==> config.mk <==
export PLATFORM = sky130hd
export DESIGN_NAME = battery_pack_supervisor
export DESIGN_NICKNAME = d
export VERILOG_FILES = /design/src/shared/supervisor_pkg.sv /design/src/core/sync2.sv /design/src/core/range_hyst.sv /design/src/core/battery_pack_supervisor.sv
export SDC_FILE = /design/constraint.sdc
export NUM_CORES = 2
export LEC_CHECK = 0
export BUFFER_PORTS_ARGS = -buffer_cell sky130_fd_sc_hd__buf_2
export CORE_MARGIN = 8
export CORE_UTILIZATION = 50
export CTS_BUF_LIST = sky130_fd_sc_hd__clkbuf_16
export DETAILED_ROUTE_END_ITERATION = 10
export PLACE_DENSITY = 0.7
export SETUP_SLACK_MARGIN = 0.3
export SKIP_CTS_REPAIR_TIMING = 1
export SYNTH_ARGS = -nofsm -noshare
export SYNTH_HDL_FRONTEND = slang
export SYNTH_HIERARCHICAL = 1
export SYNTH_SLANG_ARGS = --single-unit
export TNS_END_PERCENT = 100
==> constraint.sdc <==
create_clock -name pclk -period 4.68 [get_ports pclk]
set_input_delay 0.702 -clock pclk [delete_from_list [all_inputs] [get_ports pclk]]
set_output_delay 0.702 -clock pclk [all_outputs]
set_load 0.005 [all_outputs]
==> src/shared/supervisor_pkg.sv <==
// Constants, register map and carrier types for the battery pack supervisor.
// What this block does
// - Both bus lines low two seconds: sleep
// - Either bus line high clears bus-off, wakes
// - Sample presence each second; low means present
// - Shutdown input falling edge turns both switches off
// - Next falling edge or timeout restores switches
// - Pack above 1V means load removed
// - Load-detect source current selectable 10 to 40uA
// - Stack minus pack above 0.1V: charger removed
// - Persistent fault: detection results gate switch re-enable
// - First failure copies three latest safety records
// - Then up to three more failure records
// - First permanent failure forces lifetime log update
// - Every ten hours write log if different
// - Secondary permanent failure drives the fuse output
// - Two host thresholds; crossing raises trip interrupt
// - Thermistor trip raises failure unless monitoring disabled
// - Low cell voltage disables auxiliary regulator output
// - Seven temperature, three voltage ranges with hysteresis
// - Temperature out of range: inhibit or suspend, charge alarm
// - Broadcast compensated charge voltage and current values
// - Device is master of broadcasts, optional PEC
// - Pre-charge and zero-volt charging supported
package supervisor_pkg;

  // Timing
  localparam int unsigned CLK_HZ = 40_000_000;
  localparam int unsigned SYSTEM_PRESENCE_INPUT_PERIOD_S = 1;
  localparam int unsigned SEC_CYC = SYSTEM_PRESENCE_INPUT_PERIOD_S * CLK_HZ;
  localparam int unsigned BUS_OFF_S = 2;
  localparam int unsigned BUS_OFF_CYC = BUS_OFF_S * CLK_HZ;
  localparam int unsigned LOG_HOURS = 10;
  localparam logic [15:0] LOG_TICKS = 16'(LOG_HOURS * 3600);

  // Sizes
  localparam int NT = 7;
  localparam int NV = 3;
  localparam int BB_N = 6;
  localparam int HIST_N = 3;

  // Register byte offsets
  localparam logic [11:0] ADDR_CTRL = 12'h000;
  localparam logic [11:0] ADDR_STATUS = 12'h004;
  localparam logic [11:0] ADDR_TRIP = 12'h008;
  localparam logic [11:0] ADDR_AUX = 12'h00c;
  localparam logic [11:0] ADDR_HYST = 12'h010;
  localparam logic [11:0] ADDR_TEMP_TH = 12'h020;
  localparam logic [11:0] ADDR_VOLT_TH = 12'h038;
  localparam logic [11:0] ADDR_CUR_TAB = 12'h040;
  localparam logic [11:0] ADDR_VOLT_TAB = 12'h060;
  localparam logic [11:0] ADDR_PRE_CUR = 12'h06c;
  localparam logic [11:0] ADDR_BBOX = 12'h080;

  // Field positions
  localparam int CTRL_PEC = 0;
  localparam int CTRL_LDSEL = 1;
  localparam int CTRL_TMO = 8;
  localparam int HYST_VOLT = 16;

  // Reset values
  localparam logic [31:0] CTRL_RST = 32'h0000_0a00;
  localparam logic [15:0] TRIP_RST = 16'h0a05;
  localparam logic [15:0] AUX_RST = 16'h0a8c;
  localparam logic [31:0] HYST_RST = 32'h0032_0014;

  typedef enum logic [1:0] {
    BC_IDLE = 2'b00,
    BC_VOLT = 2'b01,
    BC_CURR = 2'b10
  } bcast_state_t;

  typedef struct packed {
    logic is_current;
    logic pec_en;
    logic [15:0] value;
  } bcast_t;

endpackage

==> src/core/sync2.sv <==
// Two-stage synchroniser for asynchronous pins.
`timescale 1ns/1ps
module sync2 #(
  parameter int W = 1
) (
  // Clock and reset
  input wire logic pclk,
  input wire logic presetn,
  // Data
  input wire logic [W-1:0] d,
  output logic [W-1:0] q
);
  logic [W-1:0] meta_reg;

  // First stage is read only by the second
  always_ff @(posedge pclk or negedge presetn) begin
    if (!presetn) begin
      meta_reg <= '0;
      q <= '0;
    end else begin
      meta_reg <= d;
      q <= meta_reg;
    end
  end
endmodule

==> src/core/range_hyst.sv <==
// Range classifier with hysteresis in both directions, one step per clock.
`timescale 1ns/1ps
module range_hyst #(
  parameter int N = 7,
  parameter int W = 16,
  parameter int IW = 3,
  parameter logic [2:0] RST_IDX = 3'h0
) (
  // Clock and reset
  input wire logic pclk,
  input wire logic presetn,
  // Measurement and limits
  input wire logic [W-1:0] value,
  input wire logic [(N-1)*W-1:0] thresholds,
  input wire logic [W-1:0] hyst,
  output logic [IW-1:0] range_idx
);
  logic [W-1:0] th [N];
  logic [W:0] up_lvl;
  logic [W:0] val_hi;

  // Top slot is a dummy so indexing never runs past the table
  genvar g;
  generate
    for (g = 0; g < N - 1; g++) begin : g_th
      assign th[g] = thresholds[g*W +: W];
    end
  endgenerate
  assign th[N-1] = '1;

  assign up_lvl = {1'b0, th[range_idx]} + {1'b0, hyst};
  assign val_hi = {1'b0, value} + {1'b0, hyst};

  // Leave a range only once past its edge by the hysteresis band
  always_ff @(posedge pclk or negedge presetn) begin
    if (!presetn) begin
      range_idx <= IW'(RST_IDX);
    end else if (range_idx < IW'(N - 1) && {1'b0, value} > up_lvl) begin
      range_idx <= range_idx + 1'b1;
    end else if (range_idx != '0 && val_hi < {1'b0, th[range_idx - 1'b1]}) begin
      range_idx <= range_idx - 1'b1;
    end
  end
endmodule

==> src/core/battery_pack_supervisor.sv <==
// Supervisory control: bus-off, presence, shutdown, failures, charge control.
`timescale 1ns/1ps
module battery_pack_supervisor
  import supervisor_pkg::*;
#(
  parameter int unsigned SEC_CYC_P = SEC_CYC,
  parameter int unsigned BUS_OFF_CYC_P = BUS_OFF_CYC
) (
  // Clock and reset
  input wire logic pclk,
  input wire logic presetn,
  // APB slave
  input wire logic psel,
  input wire logic penable,
  input wire logic pwrite,
  input wire logic [11:0] paddr,
  input wire logic [31:0] pwdata,
  output logic [31:0] prdata,
  output logic pready,
  output logic pslverr,
  // Pins and comparators from outside the clock domain
  input wire logic serial_clock_pin,
  input wire logic serial_data_pin,
  input wire logic system_presence_input,
  input wire logic emergency_off_input,
  input wire logic thermistor_trip_input,
  input wire logic thermistor_trip_enable,
  input wire logic load_cmp_high,
  input wire logic charger_cmp_high,
  // Measurements and events from gauge logic
  input wire logic [15:0] cell_min_mv,
  input wire logic [15:0] cell_max_mv,
  input wire logic [15:0] pack_temp,
  input wire logic [7:0] relative_charge_level,
  input wire logic [15:0] safety_status,
  input wire logic safety_valid,
  input wire logic [14:0] secondary_fail,
  input wire logic fault_active,
  input wire logic [15:0] lifelog_ram_sig,
  input wire logic [15:0] lifelog_nv_sig,
  // Broadcast master handshake
  input wire logic bcast_ready,
  output logic bcast_valid,
  output bcast_t bcast,
  // Control outputs
  output logic charge_switch_drive,
  output logic discharge_switch_drive,
  output logic fuse_drive,
  output logic trip_point_interrupt,
  output logic aux_out_enable,
  output logic sleep_mode,
  output logic system_present,
  output logic load_removed,
  output logic charger_removed,
  output logic [1:0] ld_current_sel,
  output logic lifelog_write,
  output logic charge_inhibit,
  output logic charge_suspend,
  output logic charge_alarm,
  output logic discharge_alarm
);

  // Address falls into a block of n words starting at base
  function automatic logic in_block(input logic [11:0] a, input logic [11:0] base,
                                    input int n);
    in_block = (a >= base) && (a < base + 12'(4 * n)) && (a[1:0] == 2'b00);
  endfunction

  function automatic int widx(input logic [11:0] a, input logic [11:0] base);
    widx = int'((a - base) >> 2);
  endfunction

  // Synchronised pins
  logic [7:0] pins_s;
  logic scl_s, sda_s, system_presence_input_s, eoff_s, ptc_s, ptc_en_s, ld_s, cd_s;
  sync2 #(.W(8)) u_sync (
    .pclk(pclk),
    .presetn(presetn),
    .d({serial_clock_pin, serial_data_pin, system_presence_input, emergency_off_input,
        thermistor_trip_input, thermistor_trip_enable, load_cmp_high, charger_cmp_high}),
    .q(pins_s)
  );
  assign {scl_s, sda_s, system_presence_input_s, eoff_s, ptc_s, ptc_en_s, ld_s, cd_s} = pins_s;

  // Software registers
  logic [31:0] ctrl_reg, hyst_reg;
  logic [15:0] trip_reg, aux_reg, pre_reg;
  logic [15:0] temp_th_reg [NT-1];
  logic [15:0] volt_th_reg [NV-1];
  logic [15:0] cur_tab_reg [NT];
  logic [15:0] volt_tab_reg [NV];
  logic [15:0] hist_reg [HIST_N];
  logic [15:0] bbox_reg [BB_N];

  // APB: no wait state; read data is flopped in the setup cycle
  logic apb_setup, apb_write, apb_hit;
  logic [31:0] rdata_next;
  logic [31:0] status_word;
  assign apb_setup = psel && !penable && !pready;
  assign apb_write = psel && penable && pready && pwrite && !pslverr;

  // Decode and read mux
  always_comb begin
    rdata_next = '0;
    apb_hit = 1'b1;
    if (paddr == ADDR_CTRL) rdata_next = ctrl_reg;
    else if (paddr == ADDR_STATUS) rdata_next = status_word;
    else if (paddr == ADDR_TRIP) rdata_next = {16'h0000, trip_reg};
    else if (paddr == ADDR_AUX) rdata_next = {16'h0000, aux_reg};
    else if (paddr == ADDR_HYST) rdata_next = hyst_reg;
    else if (paddr == ADDR_PRE_CUR) rdata_next = {16'h0000, pre_reg};
    else if (in_block(paddr, ADDR_TEMP_TH, NT - 1))
      rdata_next = {16'h0000, temp_th_reg[widx(paddr, ADDR_TEMP_TH)]};
    else if (in_block(paddr, ADDR_VOLT_TH, NV - 1))
      rdata_next = {16'h0000, volt_th_reg[widx(paddr, ADDR_VOLT_TH)]};
    else if (in_block(paddr, ADDR_CUR_TAB, NT))
      rdata_next = {16'h0000, cur_tab_reg[widx(paddr, ADDR_CUR_TAB)]};
    else if (in_block(paddr, ADDR_VOLT_TAB, NV))
      rdata_next = {16'h0000, volt_tab_reg[widx(paddr, ADDR_VOLT_TAB)]};
    else if (in_block(paddr, ADDR_BBOX, BB_N))
      rdata_next = {16'h0000, bbox_reg[widx(paddr, ADDR_BBOX)]};
    else apb_hit = 1'b0;
  end

  // Answer phase flops
  always_ff @(posedge pclk or negedge presetn) begin
    if (!presetn) begin
      pready <= 1'b0;
      pslverr <= 1'b0;
      prdata <= '0;
    end else begin
      pready <= apb_setup;
      pslverr <= apb_setup && !apb_hit;
      if (apb_setup) prdata <= pwrite ? 32'h0000_0000 : rdata_next;
    end
  end

  // Writable registers; status and black box are read only
  always_ff @(posedge pclk or negedge presetn) begin
    if (!presetn) begin
      ctrl_reg <= CTRL_RST;
      trip_reg <= TRIP_RST;
      aux_reg <= AUX_RST;
      hyst_reg <= HYST_RST;
      pre_reg <= '0;
      for (int i = 0; i < NT - 1; i++) temp_th_reg[i] <= '0;
      for (int i = 0; i < NV - 1; i++) volt_th_reg[i] <= '0;
      for (int i = 0; i < NT; i++) cur_tab_reg[i] <= '0;
      for (int i = 0; i < NV; i++) volt_tab_reg[i] <= '0;
    end else if (apb_write) begin
      if (paddr == ADDR_CTRL) ctrl_reg <= pwdata;
      if (paddr == ADDR_TRIP) trip_reg <= pwdata[15:0];
      if (paddr == ADDR_AUX) aux_reg <= pwdata[15:0];
      if (paddr == ADDR_HYST) hyst_reg <= pwdata;
      if (paddr == ADDR_PRE_CUR) pre_reg <= pwdata[15:0];
      if (in_block(paddr, ADDR_TEMP_TH, NT - 1))
        temp_th_reg[widx(paddr, ADDR_TEMP_TH)] <= pwdata[15:0];
      if (in_block(paddr, ADDR_VOLT_TH, NV - 1))
        volt_th_reg[widx(paddr, ADDR_VOLT_TH)] <= pwdata[15:0];
      if (in_block(paddr, ADDR_CUR_TAB, NT))
        cur_tab_reg[widx(paddr, ADDR_CUR_TAB)] <= pwdata[15:0];
      if (in_block(paddr, ADDR_VOLT_TAB, NV))
        volt_tab_reg[widx(paddr, ADDR_VOLT_TAB)] <= pwdata[15:0];
    end
  end

  // Second tick shared by presence, shutdown timeout and log timer
  logic [31:0] sec_cnt_reg;
  logic sec_tick;
  assign sec_tick = (sec_cnt_reg == SEC_CYC_P - 1);
  always_ff @(posedge pclk or negedge presetn) begin
    if (!presetn) sec_cnt_reg <= '0;
    else sec_cnt_reg <= sec_tick ? 32'h0000_0000 : sec_cnt_reg + 32'h0000_0001;
  end

  // Bus-off: both lines low for the full window
  logic [31:0] busoff_cnt_reg;
  always_ff @(posedge pclk or negedge presetn) begin
    if (!presetn) begin
      busoff_cnt_reg <= '0;
      sleep_mode <= 1'b0;
    end else if (scl_s || sda_s) begin
      busoff_cnt_reg <= '0;
      sleep_mode <= 1'b0;
    end else if (busoff_cnt_reg >= BUS_OFF_CYC_P - 1) begin
      sleep_mode <= 1'b1;
    end else begin
      busoff_cnt_reg <= busoff_cnt_reg + 32'h0000_0001;
    end
  end

  // Presence sampled once a second; a held-low pin means host attached
  always_ff @(posedge pclk or negedge presetn) begin
    if (!presetn) system_present <= 1'b0;
    else if (sec_tick) system_present <= !system_presence_input_s;
  end

  // Detection comparators; the source current level just goes out
  always_ff @(posedge pclk or negedge presetn) begin
    if (!presetn) begin
      load_removed <= 1'b0;
      charger_removed <= 1'b0;
      ld_current_sel <= 2'h0;
    end else begin
      load_removed <= ld_s;
      charger_removed <= cd_s;
      ld_current_sel <= ctrl_reg[CTRL_LDSEL +: 2];
    end
  end

  // Emergency shutdown: toggle on falling edges, or time out
  logic eoff_d_reg, eoff_fall, sd_off_reg;
  logic [7:0] sd_secs_reg;
  logic [7:0] sd_limit;
  assign eoff_fall = eoff_d_reg && !eoff_s;
  assign sd_limit = ctrl_reg[CTRL_TMO +: 8];
  always_ff @(posedge pclk or negedge presetn) begin
    if (!presetn) begin
      eoff_d_reg <= 1'b0; // Matches the synchroniser's reset, so no false edge
      sd_off_reg <= 1'b0;
      sd_secs_reg <= '0;
    end else begin
      eoff_d_reg <= eoff_s;
      if (eoff_fall) begin
        sd_off_reg <= !sd_off_reg;
        sd_secs_reg <= '0;
      end else if (sd_off_reg && sec_tick) begin
        sd_secs_reg <= sd_secs_reg + 8'h01;
        // Zero limit means no timeout
        if (sd_limit != 8'h00 && sd_secs_reg + 8'h01 >= sd_limit) sd_off_reg <= 1'b0;
      end
    end
  end

  // Fault hold released only when both detectors see nothing attached
  logic fault_hold_reg;
  always_ff @(posedge pclk or negedge presetn) begin
    if (!presetn) fault_hold_reg <= 1'b0;
    else if (fault_active) fault_hold_reg <= 1'b1;
    else if (load_removed && charger_removed) fault_hold_reg <= 1'b0;
  end

  // Permanent failure: latched until reset
  logic [15:0] pf_vec;
  logic [15:0] pf_seen_reg;
  logic pf_event, pf_first, pf_more;
  logic [1:0] bb_more_reg;
  assign pf_vec = {ptc_en_s && ptc_s, secondary_fail};
  assign pf_event = |pf_vec;
  assign pf_first = pf_event && !fuse_drive;
  assign pf_more = fuse_drive && |(pf_vec & ~pf_seen_reg);
  always_ff @(posedge pclk or negedge presetn) begin
    if (!presetn) begin
      fuse_drive <= 1'b0;
      pf_seen_reg <= '0;
    end else begin
      if (pf_event) fuse_drive <= 1'b1;
      pf_seen_reg <= pf_seen_reg | pf_vec;
    end
  end

  // Safety history and black box
  always_ff @(posedge pclk or negedge presetn) begin
    if (!presetn) begin
      for (int i = 0; i < HIST_N; i++) hist_reg[i] <= '0;
      for (int i = 0; i < BB_N; i++) bbox_reg[i] <= '0;
      bb_more_reg <= '0;
    end else begin
      if (safety_valid) begin
        hist_reg[0] <= safety_status;
        for (int i = 1; i < HIST_N; i++) hist_reg[i] <= hist_reg[i-1];
      end
      if (pf_first) begin
        for (int i = 0; i < HIST_N; i++) bbox_reg[i] <= hist_reg[i];
      end else if (pf_more && bb_more_reg < 2'd3) begin
        bbox_reg[HIST_N + int'(bb_more_reg)] <= pf_vec & ~pf_seen_reg;
        bb_more_reg <= bb_more_reg + 2'd1;
      end
    end
  end

  // Lifetime log: on first failure at once, else every ten hours if stale
  logic [15:0] log_secs_reg;
  always_ff @(posedge pclk or negedge presetn) begin
    if (!presetn) begin
      log_secs_reg <= '0;
      lifelog_write <= 1'b0;
    end else begin
      lifelog_write <= 1'b0;
      if (sec_tick) begin
        if (log_secs_reg == LOG_TICKS - 16'h0001) begin
          log_secs_reg <= '0;
          lifelog_write <= lifelog_ram_sig != lifelog_nv_sig;
        end else begin
          log_secs_reg <= log_secs_reg + 16'h0001;
        end
      end
      if (pf_first) lifelog_write <= 1'b1;
    end
  end

  // Trip point: set on downward crossing, cleared by rewriting thresholds
  logic [7:0] relative_charge_level_d_reg;
  logic trip_cross;
  assign trip_cross = (relative_charge_level_d_reg > trip_reg[7:0] && relative_charge_level <= trip_reg[7:0])
    || (relative_charge_level_d_reg > trip_reg[15:8] && relative_charge_level <= trip_reg[15:8]);
  always_ff @(posedge pclk or negedge presetn) begin
    if (!presetn) begin
      relative_charge_level_d_reg <= 8'hff;
      trip_point_interrupt <= 1'b0;
    end else begin
      relative_charge_level_d_reg <= relative_charge_level;
      if (trip_cross) trip_point_interrupt <= 1'b1;
      else if (apb_write && paddr == ADDR_TRIP) trip_point_interrupt <= 1'b0;
    end
  end

  // Auxiliary output cut on low cell
  always_ff @(posedge pclk or negedge presetn) begin
    if (!presetn) aux_out_enable <= 1'b0;
    else aux_out_enable <= !(cell_min_mv < aux_reg);
  end

  // Range classification
  logic [2:0] t_rng;
  logic [1:0] v_rng;
  logic [(NT-1)*16-1:0] t_th_flat;
  logic [(NV-1)*16-1:0] v_th_flat;
  always_comb begin
    for (int i = 0; i < NT - 1; i++) t_th_flat[i*16 +: 16] = temp_th_reg[i];
    for (int i = 0; i < NV - 1; i++) v_th_flat[i*16 +: 16] = volt_th_reg[i];
  end
  range_hyst #(.N(NT), .W(16), .IW(3), .RST_IDX(3'h3)) u_temp_rng (
    .pclk(pclk),
    .presetn(presetn),
    .value(pack_temp),
    .thresholds(t_th_flat),
    .hyst({8'h00, hyst_reg[7:0]}),
    .range_idx(t_rng)
  );
  range_hyst #(.N(NV), .W(16), .IW(2), .RST_IDX(3'h1)) u_volt_rng (
    .pclk(pclk),
    .presetn(presetn),
    .value(cell_max_mv),
    .thresholds(v_th_flat),
    .hyst(hyst_reg[HYST_VOLT +: 16]),
    .range_idx(v_rng)
  );

  // Outermost temperature ranges stop charging
  always_ff @(posedge pclk or negedge presetn) begin
    if (!presetn) begin
      charge_inhibit <= 1'b0;
      charge_suspend <= 1'b0;
      charge_alarm <= 1'b0;
      discharge_alarm <= 1'b0;
    end else begin
      charge_inhibit <= (t_rng == 3'd0);
      charge_suspend <= (t_rng == 3'(NT - 1));
      charge_alarm <= charge_inhibit || charge_suspend || fuse_drive;
      discharge_alarm <= fault_hold_reg || fuse_drive;
    end
  end

  // Switch drivers
  always_ff @(posedge pclk or negedge presetn) begin
    if (!presetn) begin
      charge_switch_drive <= 1'b0;
      discharge_switch_drive <= 1'b0;
    end else begin
      charge_switch_drive <= !fuse_drive && !sd_off_reg && !fault_hold_reg
        && !charge_inhibit && !charge_suspend;
      discharge_switch_drive <= !fuse_drive && !sd_off_reg && !fault_hold_reg;
    end
  end

  // Lowest voltage range uses the pre-charge current, down to zero volts
  logic [15:0] chg_cur;
  assign chg_cur = (charge_inhibit || charge_suspend || fuse_drive) ? 16'h0000
    : (v_rng == 2'd0) ? pre_reg : cur_tab_reg[t_rng];

  // Broadcast voltage then current every second
  bcast_state_t bc_state_reg;
  always_ff @(posedge pclk or negedge presetn) begin
    if (!presetn) begin
      bc_state_reg <= BC_IDLE;
      bcast_valid <= 1'b0;
      bcast <= '0;
    end else begin
      case (bc_state_reg)
        BC_IDLE: begin
          if (sec_tick) begin
            bc_state_reg <= BC_VOLT;
            bcast_valid <= 1'b1;
            bcast <= '{is_current: 1'b0, pec_en: ctrl_reg[CTRL_PEC],
                       value: volt_tab_reg[v_rng]};
          end
        end
        BC_VOLT: begin
          if (bcast_ready) begin
            bc_state_reg <= BC_CURR;
            bcast <= '{is_current: 1'b1, pec_en: ctrl_reg[CTRL_PEC], value: chg_cur};
          end
        end
        BC_CURR: begin
          if (bcast_ready) begin
            bc_state_reg <= BC_IDLE;
            bcast_valid <= 1'b0;
          end
        end
        default: begin
          bc_state_reg <= BC_IDLE;
          bcast_valid <= 1'b0;
        end
      endcase
    end
  end

  assign status_word = {15'h0000, bb_more_reg, trip_point_interrupt, charge_suspend,
                        charge_inhibit, v_rng, 1'b0, t_rng, sd_off_reg, fuse_drive,
                        charger_removed, load_removed, system_present, sleep_mode};

  // Checks
  chk_busoff_sleep: assert property (@(posedge pclk) disable iff (!presetn)
    (!scl_s && !sda_s && busoff_cnt_reg == BUS_OFF_CYC_P - 1) |=> sleep_mode)
    else $error("bus-off did not enter sleep");
  chk_bus_wake: assert property (@(posedge pclk) disable iff (!presetn)
    (sleep_mode && (scl_s || sda_s)) |=> !sleep_mode)
    else $error("bus activity did not wake");
  chk_shutdown_off: assert property (@(posedge pclk) disable iff (!presetn)
    (eoff_fall && !sd_off_reg) |=> sd_off_reg ##1 (!charge_switch_drive && !discharge_switch_drive))
    else $error("shutdown edge left a switch on");
  chk_fuse_latch: assert property (@(posedge pclk) disable iff (!presetn)
    fuse_drive |=> fuse_drive && !charge_switch_drive && !discharge_switch_drive)
    else $error("permanent failure not held");
  chk_ptc_fail: assert property (@(posedge pclk) disable iff (!presetn)
    (ptc_en_s && ptc_s) |=> fuse_drive)
    else $error("thermistor trip not latched");
  chk_pf_log: assert property (@(posedge pclk) disable iff (!presetn)
    pf_first |=> lifelog_write && bbox_reg[0] == $past(hist_reg[0]))
    else $error("failure did not log or copy history");
  chk_trip_int: assert property (@(posedge pclk) disable iff (!presetn)
    trip_cross |=> trip_point_interrupt)
    else $error("trip crossing missed");
  chk_aux_cut: assert property (@(posedge pclk) disable iff (!presetn)
    (cell_min_mv < aux_reg) |=> !aux_out_enable)
    else $error("aux output stayed on at low cell");
  chk_inhibit_chg: assert property (@(posedge pclk) disable iff (!presetn)
    (t_rng == 3'd0) |=> charge_inhibit ##1 !charge_switch_drive)
    else $error("cold range did not stop charging");
  chk_secondary_fuse: assert property (@(posedge pclk) disable iff (!presetn)
    (|secondary_fail) |=> fuse_drive)
    else $error("secondary failure did not drive fuse");
  chk_fault_hold: assert property (@(posedge pclk) disable iff (!presetn)
    fault_hold_reg |=> !discharge_switch_drive)
    else $error("fault hold left discharge on");

endmodule

# Word level (Yosys, flattened, before mapping)
# Cells that the tools add are included.
# totals
output_inout_bits,69
inputBits,179
regBits,753
elab_cells,355
# classes
order_cmp,39
add_sub_neg,19
n_reduce_logical,91
n_eq_ne,15
n_bitwise,15
muxes,107
# op_table
op,n
two-way mux 16 bit,37
binary-select mux 16 bit (select 3 bit),6
two-way mux 32 bit,9
bitwise mux 96 bit,2
less-than comparator 32 x 1 -> 1 bit (second input constant),5
inverter 30 -> 32 bit,5
demux 16 bit (select 3 bit),3
binary-select mux 16 bit (select 2 bit),4
greater-or-equal comparator 32 x 4 -> 1 bit (second input constant),4
bitwise mux 112 bit,1
two-way mux 96 bit,1
adder 32 x 1 -> 32 bit (second input constant),2
bitwise mux 48 bit,1
two-way mux 48 bit,1
logical AND 1 bit,41
less-than comparator 12 x 7 -> 1 bit (second input constant),3
two-way mux 18 bit,2
case mux 18 bit (2 select lines),1
adder 16 x 16 -> 17 bit,2
adder 16 x 8 -> 17 bit,2
greater-than comparator 16 x 17 -> 1 bit,2
less-than comparator 17 x 16 -> 1 bit,2
bitwise mux 32 bit,1
demux 16 bit (select 2 bit),1
other kinds (62),148

# Longest topological paths before layout
# logic_depth
depth_word,17
ltp_mapped,22

# Cells and area by module
# Netlist, hierarchy kept.
# by_module_without_submodules
module,seq_area_each_um2,cells_per_inst,n_inst,area_per_inst_um2
battery_pack_supervisor,18347.6,3261,1,36922.9
range_hyst at u_temp_rng,77.6,460,1,3797.4
range_hyst at u_volt_rng,51.3,390,1,2717.6
sync2,400.4,16,1,400.4

# Worst setup path after synthesis
# No wires, ideal clock.
# synth_timing
kind,flip-flop to flip-flop
from,register u_temp_rng.range_idx[0]
to,register u_temp_rng.range_idx[1]
setup_time_ps,84
synth_period_minus_slack_ps,4932
n_path_buf,1
slack_ps,-252
arrival_ps,4849
stages_incl_launch_ff,22
cell_sequence,dfstp_2 buf_2 clkinv_1 nand2_1 nor2_1 o31ai_1 ha_1 a21o_1 a21o_1 a2111oi_2 o211ai_2 a31o_1 a21oi_1 xor2_1 ha_1 nand4_1 nor3_1 a211o_1 a211oi_4 nand2_2 nor3b_1 a311o_1
# synth_via
elab_chain_cells,8
elab_cells_between_ends,20
classes_between,add/sub (3); order compare (3); mux (8); bitwise (2); reduce/logical (4)
# synth_lines
element,line,rtl
from (decl),range_hyst.sv:16,output logic [IW-1:0] range_idx
from (signal assigned),range_hyst.sv:37,range_idx <= IW'(RST_IDX);
from (signal assigned),range_hyst.sv:39,range_idx <= range_idx + 1'b1;
from (signal assigned),range_hyst.sv:41,range_idx <= range_idx - 1'b1;
inverter 3 -> 4 bit (not written as such) / subtractor 3 x 1 -> 3 bit (equally long branches),"range_hyst.sv:31, range_hyst.sv:40, range_hyst.sv:41",
binary-select mux 16 bit (select 3 bit) / inverter 3 -> 4 bit (equally long branches),"range_hyst.sv:31, range_hyst.sv:40",
two-way mux 16 bit (not written as such) / binary-select mux 16 bit (select 3 bit) (equally long branches),"range_hyst.sv:31, range_hyst.sv:40",
two-way mux 16 bit (on tied branches),"range_hyst.sv:31, range_hyst.sv:40",
adder 16 x 8 -> 17 bit / two-way mux 16 bit (equally long branches),"range_hyst.sv:31, range_hyst.sv:40",
greater-than comparator 16 x 17 -> 1 bit / less-than comparator 17 x 16 -> 1 bit (equally long branches),"range_hyst.sv:38, range_hyst.sv:40",
logical AND 1 bit (on tied branches),"range_hyst.sv:38, range_hyst.sv:40",
two-way mux 3 bit / nonzero test 2 bit (equally long branches),-,
# Parallel ways exist; a longest one is shown, timed or not. The select of a mux whose other input is x is not followed.
# A chain may end at the register's enable or synchronous reset.

# Final worst setup path
# Ends and elaborated chain as after synthesis.

==> results.yml <==
timing:
  finalSetupViolCount: 2
  fin_crit_sh_pct: 102.9
  finClkSkew_ns: 0.04242
  tightestPinTransition_ns: 1.220
  fin_tns_setup_ns: -0.2147
  setup_slack_ns: -0.1362
  period_minus_slack_ns: 4.816
  slew_headroom_pct: 18.25
  rsz0062_at_grt: "true"
  hold_viol_final: 0
  max_freq_ghz: 0.2076
  slew_viol_final: 0
yosys:
  synth_top_flop_cell: "dfrtp_1"
  synthDistinctLibCells: 105
  synth_seq_cells: 753
  synth_area_um2: 43840
  ys_warn_count: 6
  synth.avg_cell_area_um2: 10.62
  synth-edff-count: 0
  synthArstFlopShare_pct: 100.0
  ys_seq_area_share_pct: 43.06
  syn_inst: 4127
cts:
  cts_buffers: 84
  clock_sinks: 753
  cts_tree: "yes"
  cts-root-buf: "clkbuf_16"
  clock_latency_ns: 0.67
  clkSlewWorstSetupHoldPaths_ns: 0.06
  htree_levels: 3
  clk_path_buf_depth: 3
routing:
  vias: 34760
  route.detailed.drc: 0
  dr.pass1.iters: 6
  wl_per_cell_um: 24.68
  drt_iter0_markers: 3488
  ant_nets: 0
  routed_wl_um: 138400
  viasPerCell: 6.197
die:
  rows: 108
  die_w_um: 312.1
  core-area_um2: 86890
  die_h_um: 312.1
  design.portCount: 248
  die-area_um2: 97410
  start_util_pct: 50.45
global_routing:
  grt-ovfl-total: 0
  busiest_layer: "met2"
  grt_max_degree: 113
  grt_pass1_wl_um: 212000
  use_met3_pct: 6.983
  grt_use_met1_pct: 37.30
  grt_use_met2_pct: 42.99
  antenna_found_initial: 23
  grt_pass1_vias: 34570
  track_usage_pct: 27.63
placement:
  io_buffers: 247
  place_area_um2: 46790
  routabilityCongestion: 0.9909
  dp_hpwl_um: 98160
setup_path:
  cp.required_ns: 5.23
  worstSetupStartpointType: "flip-flop"
  end_kind: "flip-flop"
  r2r-start: "u_temp_rng/range_idx[0]"
  crit_path_start: "u_temp_rng/range_idx[0]"
  cp_max_fo: 7
  arrival_ns: 5.37
  critical_path_class: "flip-flop to flip-flop"
status:
  status: "finished, violations left"
  violations: "negative setup slack"
layout:
  area_growth_pct: 13.97
  multi_input_area_um2: 23820
  largest_register_ffs: 112
  regArea_um2: 18880
  final_cell_mix: "dfrtp_1 (725), mux2_2 (393), nand2_1 (370), o21ai_0 (263), nor2_1 (258)"
  post-route-cell-area_um2: 49960
  final_nets: 4764
  layout_commonest_cell: "dfrtp_1"
  fill_cells: 7460
  drive_gt1_share_pct: 26.86
power_and_ir_drop:
  powerDensity_nw_per_um2: 376.5
  peakVddDrop_uv: 432.3
  leakagePower_nw: 23.30
job:
  max_cap_viol_count: 0
hold_path:
  hp-class: "input pin to asynchronous set/reset pin"
## cells by family after synthesis
family / Yosys count / share of synthesized area (%)
simple gates: 1062 / 11.68
compound gates: 919 / 13.33
other cells: 1 / 0.008554
xor+xnor: 143 / 2.857
flops: 753 / 43.06
buf+inv: 348 / 3.311
fa+ha+maj: 210 / 6.062
mux: 691 / 19.70
## path summary, 6_finish.rpt
path | endpoint | slack (ns) | depth (start not counted)
min in group pclk | u_sync/meta_reg[0] | 0.14 | 1
max reg2reg | u_temp_rng/range_idx[1] | -0.14 | 19
min reg2reg | u_sync/q[7] | 0.35 | 0
max | u_temp_rng/range_idx[1] | -0.14 | 19
max in group asynchronous | sleep_mode | 3.38 | 2
min | prdata[29] | 0.06 | 1
## power by group
part | leakage, nW | switching (mW) | internal, mW
Sequential | 10.1 | 0.131 | 6.65
Clock | 1.43 | 2.82 | 3.99
Combinational | 11.8 | 3.11 | 2.11
## critical path: stages, from the launching register on
cell	delay (ns)
dfstp_4	0.67
mux4_2	0.52
nand2_2	0.09
o31ai_2	0.09
ha_2	0.20
fa_2	0.34
a211o_1	0.33
o211ai_4	0.12
a211oi_4	0.11
o21ai_2	0.21
a21oi_2	0.09
a311oi_1	0.34
ha_1	0.31
nand4_1	0.13
nor3_2	0.07
a211o_1	0.28
a211oi_4	0.26
nand2_2	0.08
nor3b_1	0.15
a311o_1	0.33
## final cells by class
class,count,area share [%]
flip-flops and latches,753,37.79
diodes,10,0.05009
well taps,1155,2.892
clock inverters,71,1.417
inverters,96,0.7388
multi-input cells,3041,47.67
repair buffers,399,5.181
clock buffers,85,4.257
## routing by layer
metal / vias to the layer above / routed length, µm
met1: 17300 / 56500
met3: 312 / 13570
met4: 14 / 5428
met2: 1548 / 62840
li1: 15590 / -
met5: - / 98
## synth_stat cells (all sizes together), types with 19 or more instances
master  count  area (µm²)
xor2       74       648.1
and3       19       120.1
nand3      90       513.0
mux2      443        5176
buf        78       407.9
a21oi     246        1239
a221oi     23       201.4
a21o       40       300.3
a211oi     37       305.3
dfstp      27       709.4
nor4       27       205.2
inv        92       345.3
or2        28       175.2
o21a       20       150.1
o22ai      44       275.3
and2       22       141.4
nand2     381        1458
a221o      32       320.3
dfrtp     726       18170
mux2i     170        1702
xnor2      69       604.3
nor3       59       330.3
nand4      44       281.5
ha        206        2577
mux4       78        1757
clkbuf    174       683.2
nand2b     40       250.2
o21ai     273        1374
a22oi      37       277.8
nor2      264       993.5
o31ai      35       262.8
nor2b      33       206.5
## through the flow
step	util [%]	std cells	hold WS, ns	setup WS, ns	total power [mW]
after floorplan	-	4142	0.3312	0.1674	10.21
after global placement	53.85	5428	0.3318	-0.1772	11.68
after detailed placement	53.85	5428	0.3358	-0.2067	11.75
after CTS	57.11	5584	0.09390	-0.2445	18.57
after global routing	57.48	5603	0.1046	-0.3620	19.64
final	57.50	5610	0.06004	-0.1362	18.81
Note: power is estimated with default switching activity, not from simulation.
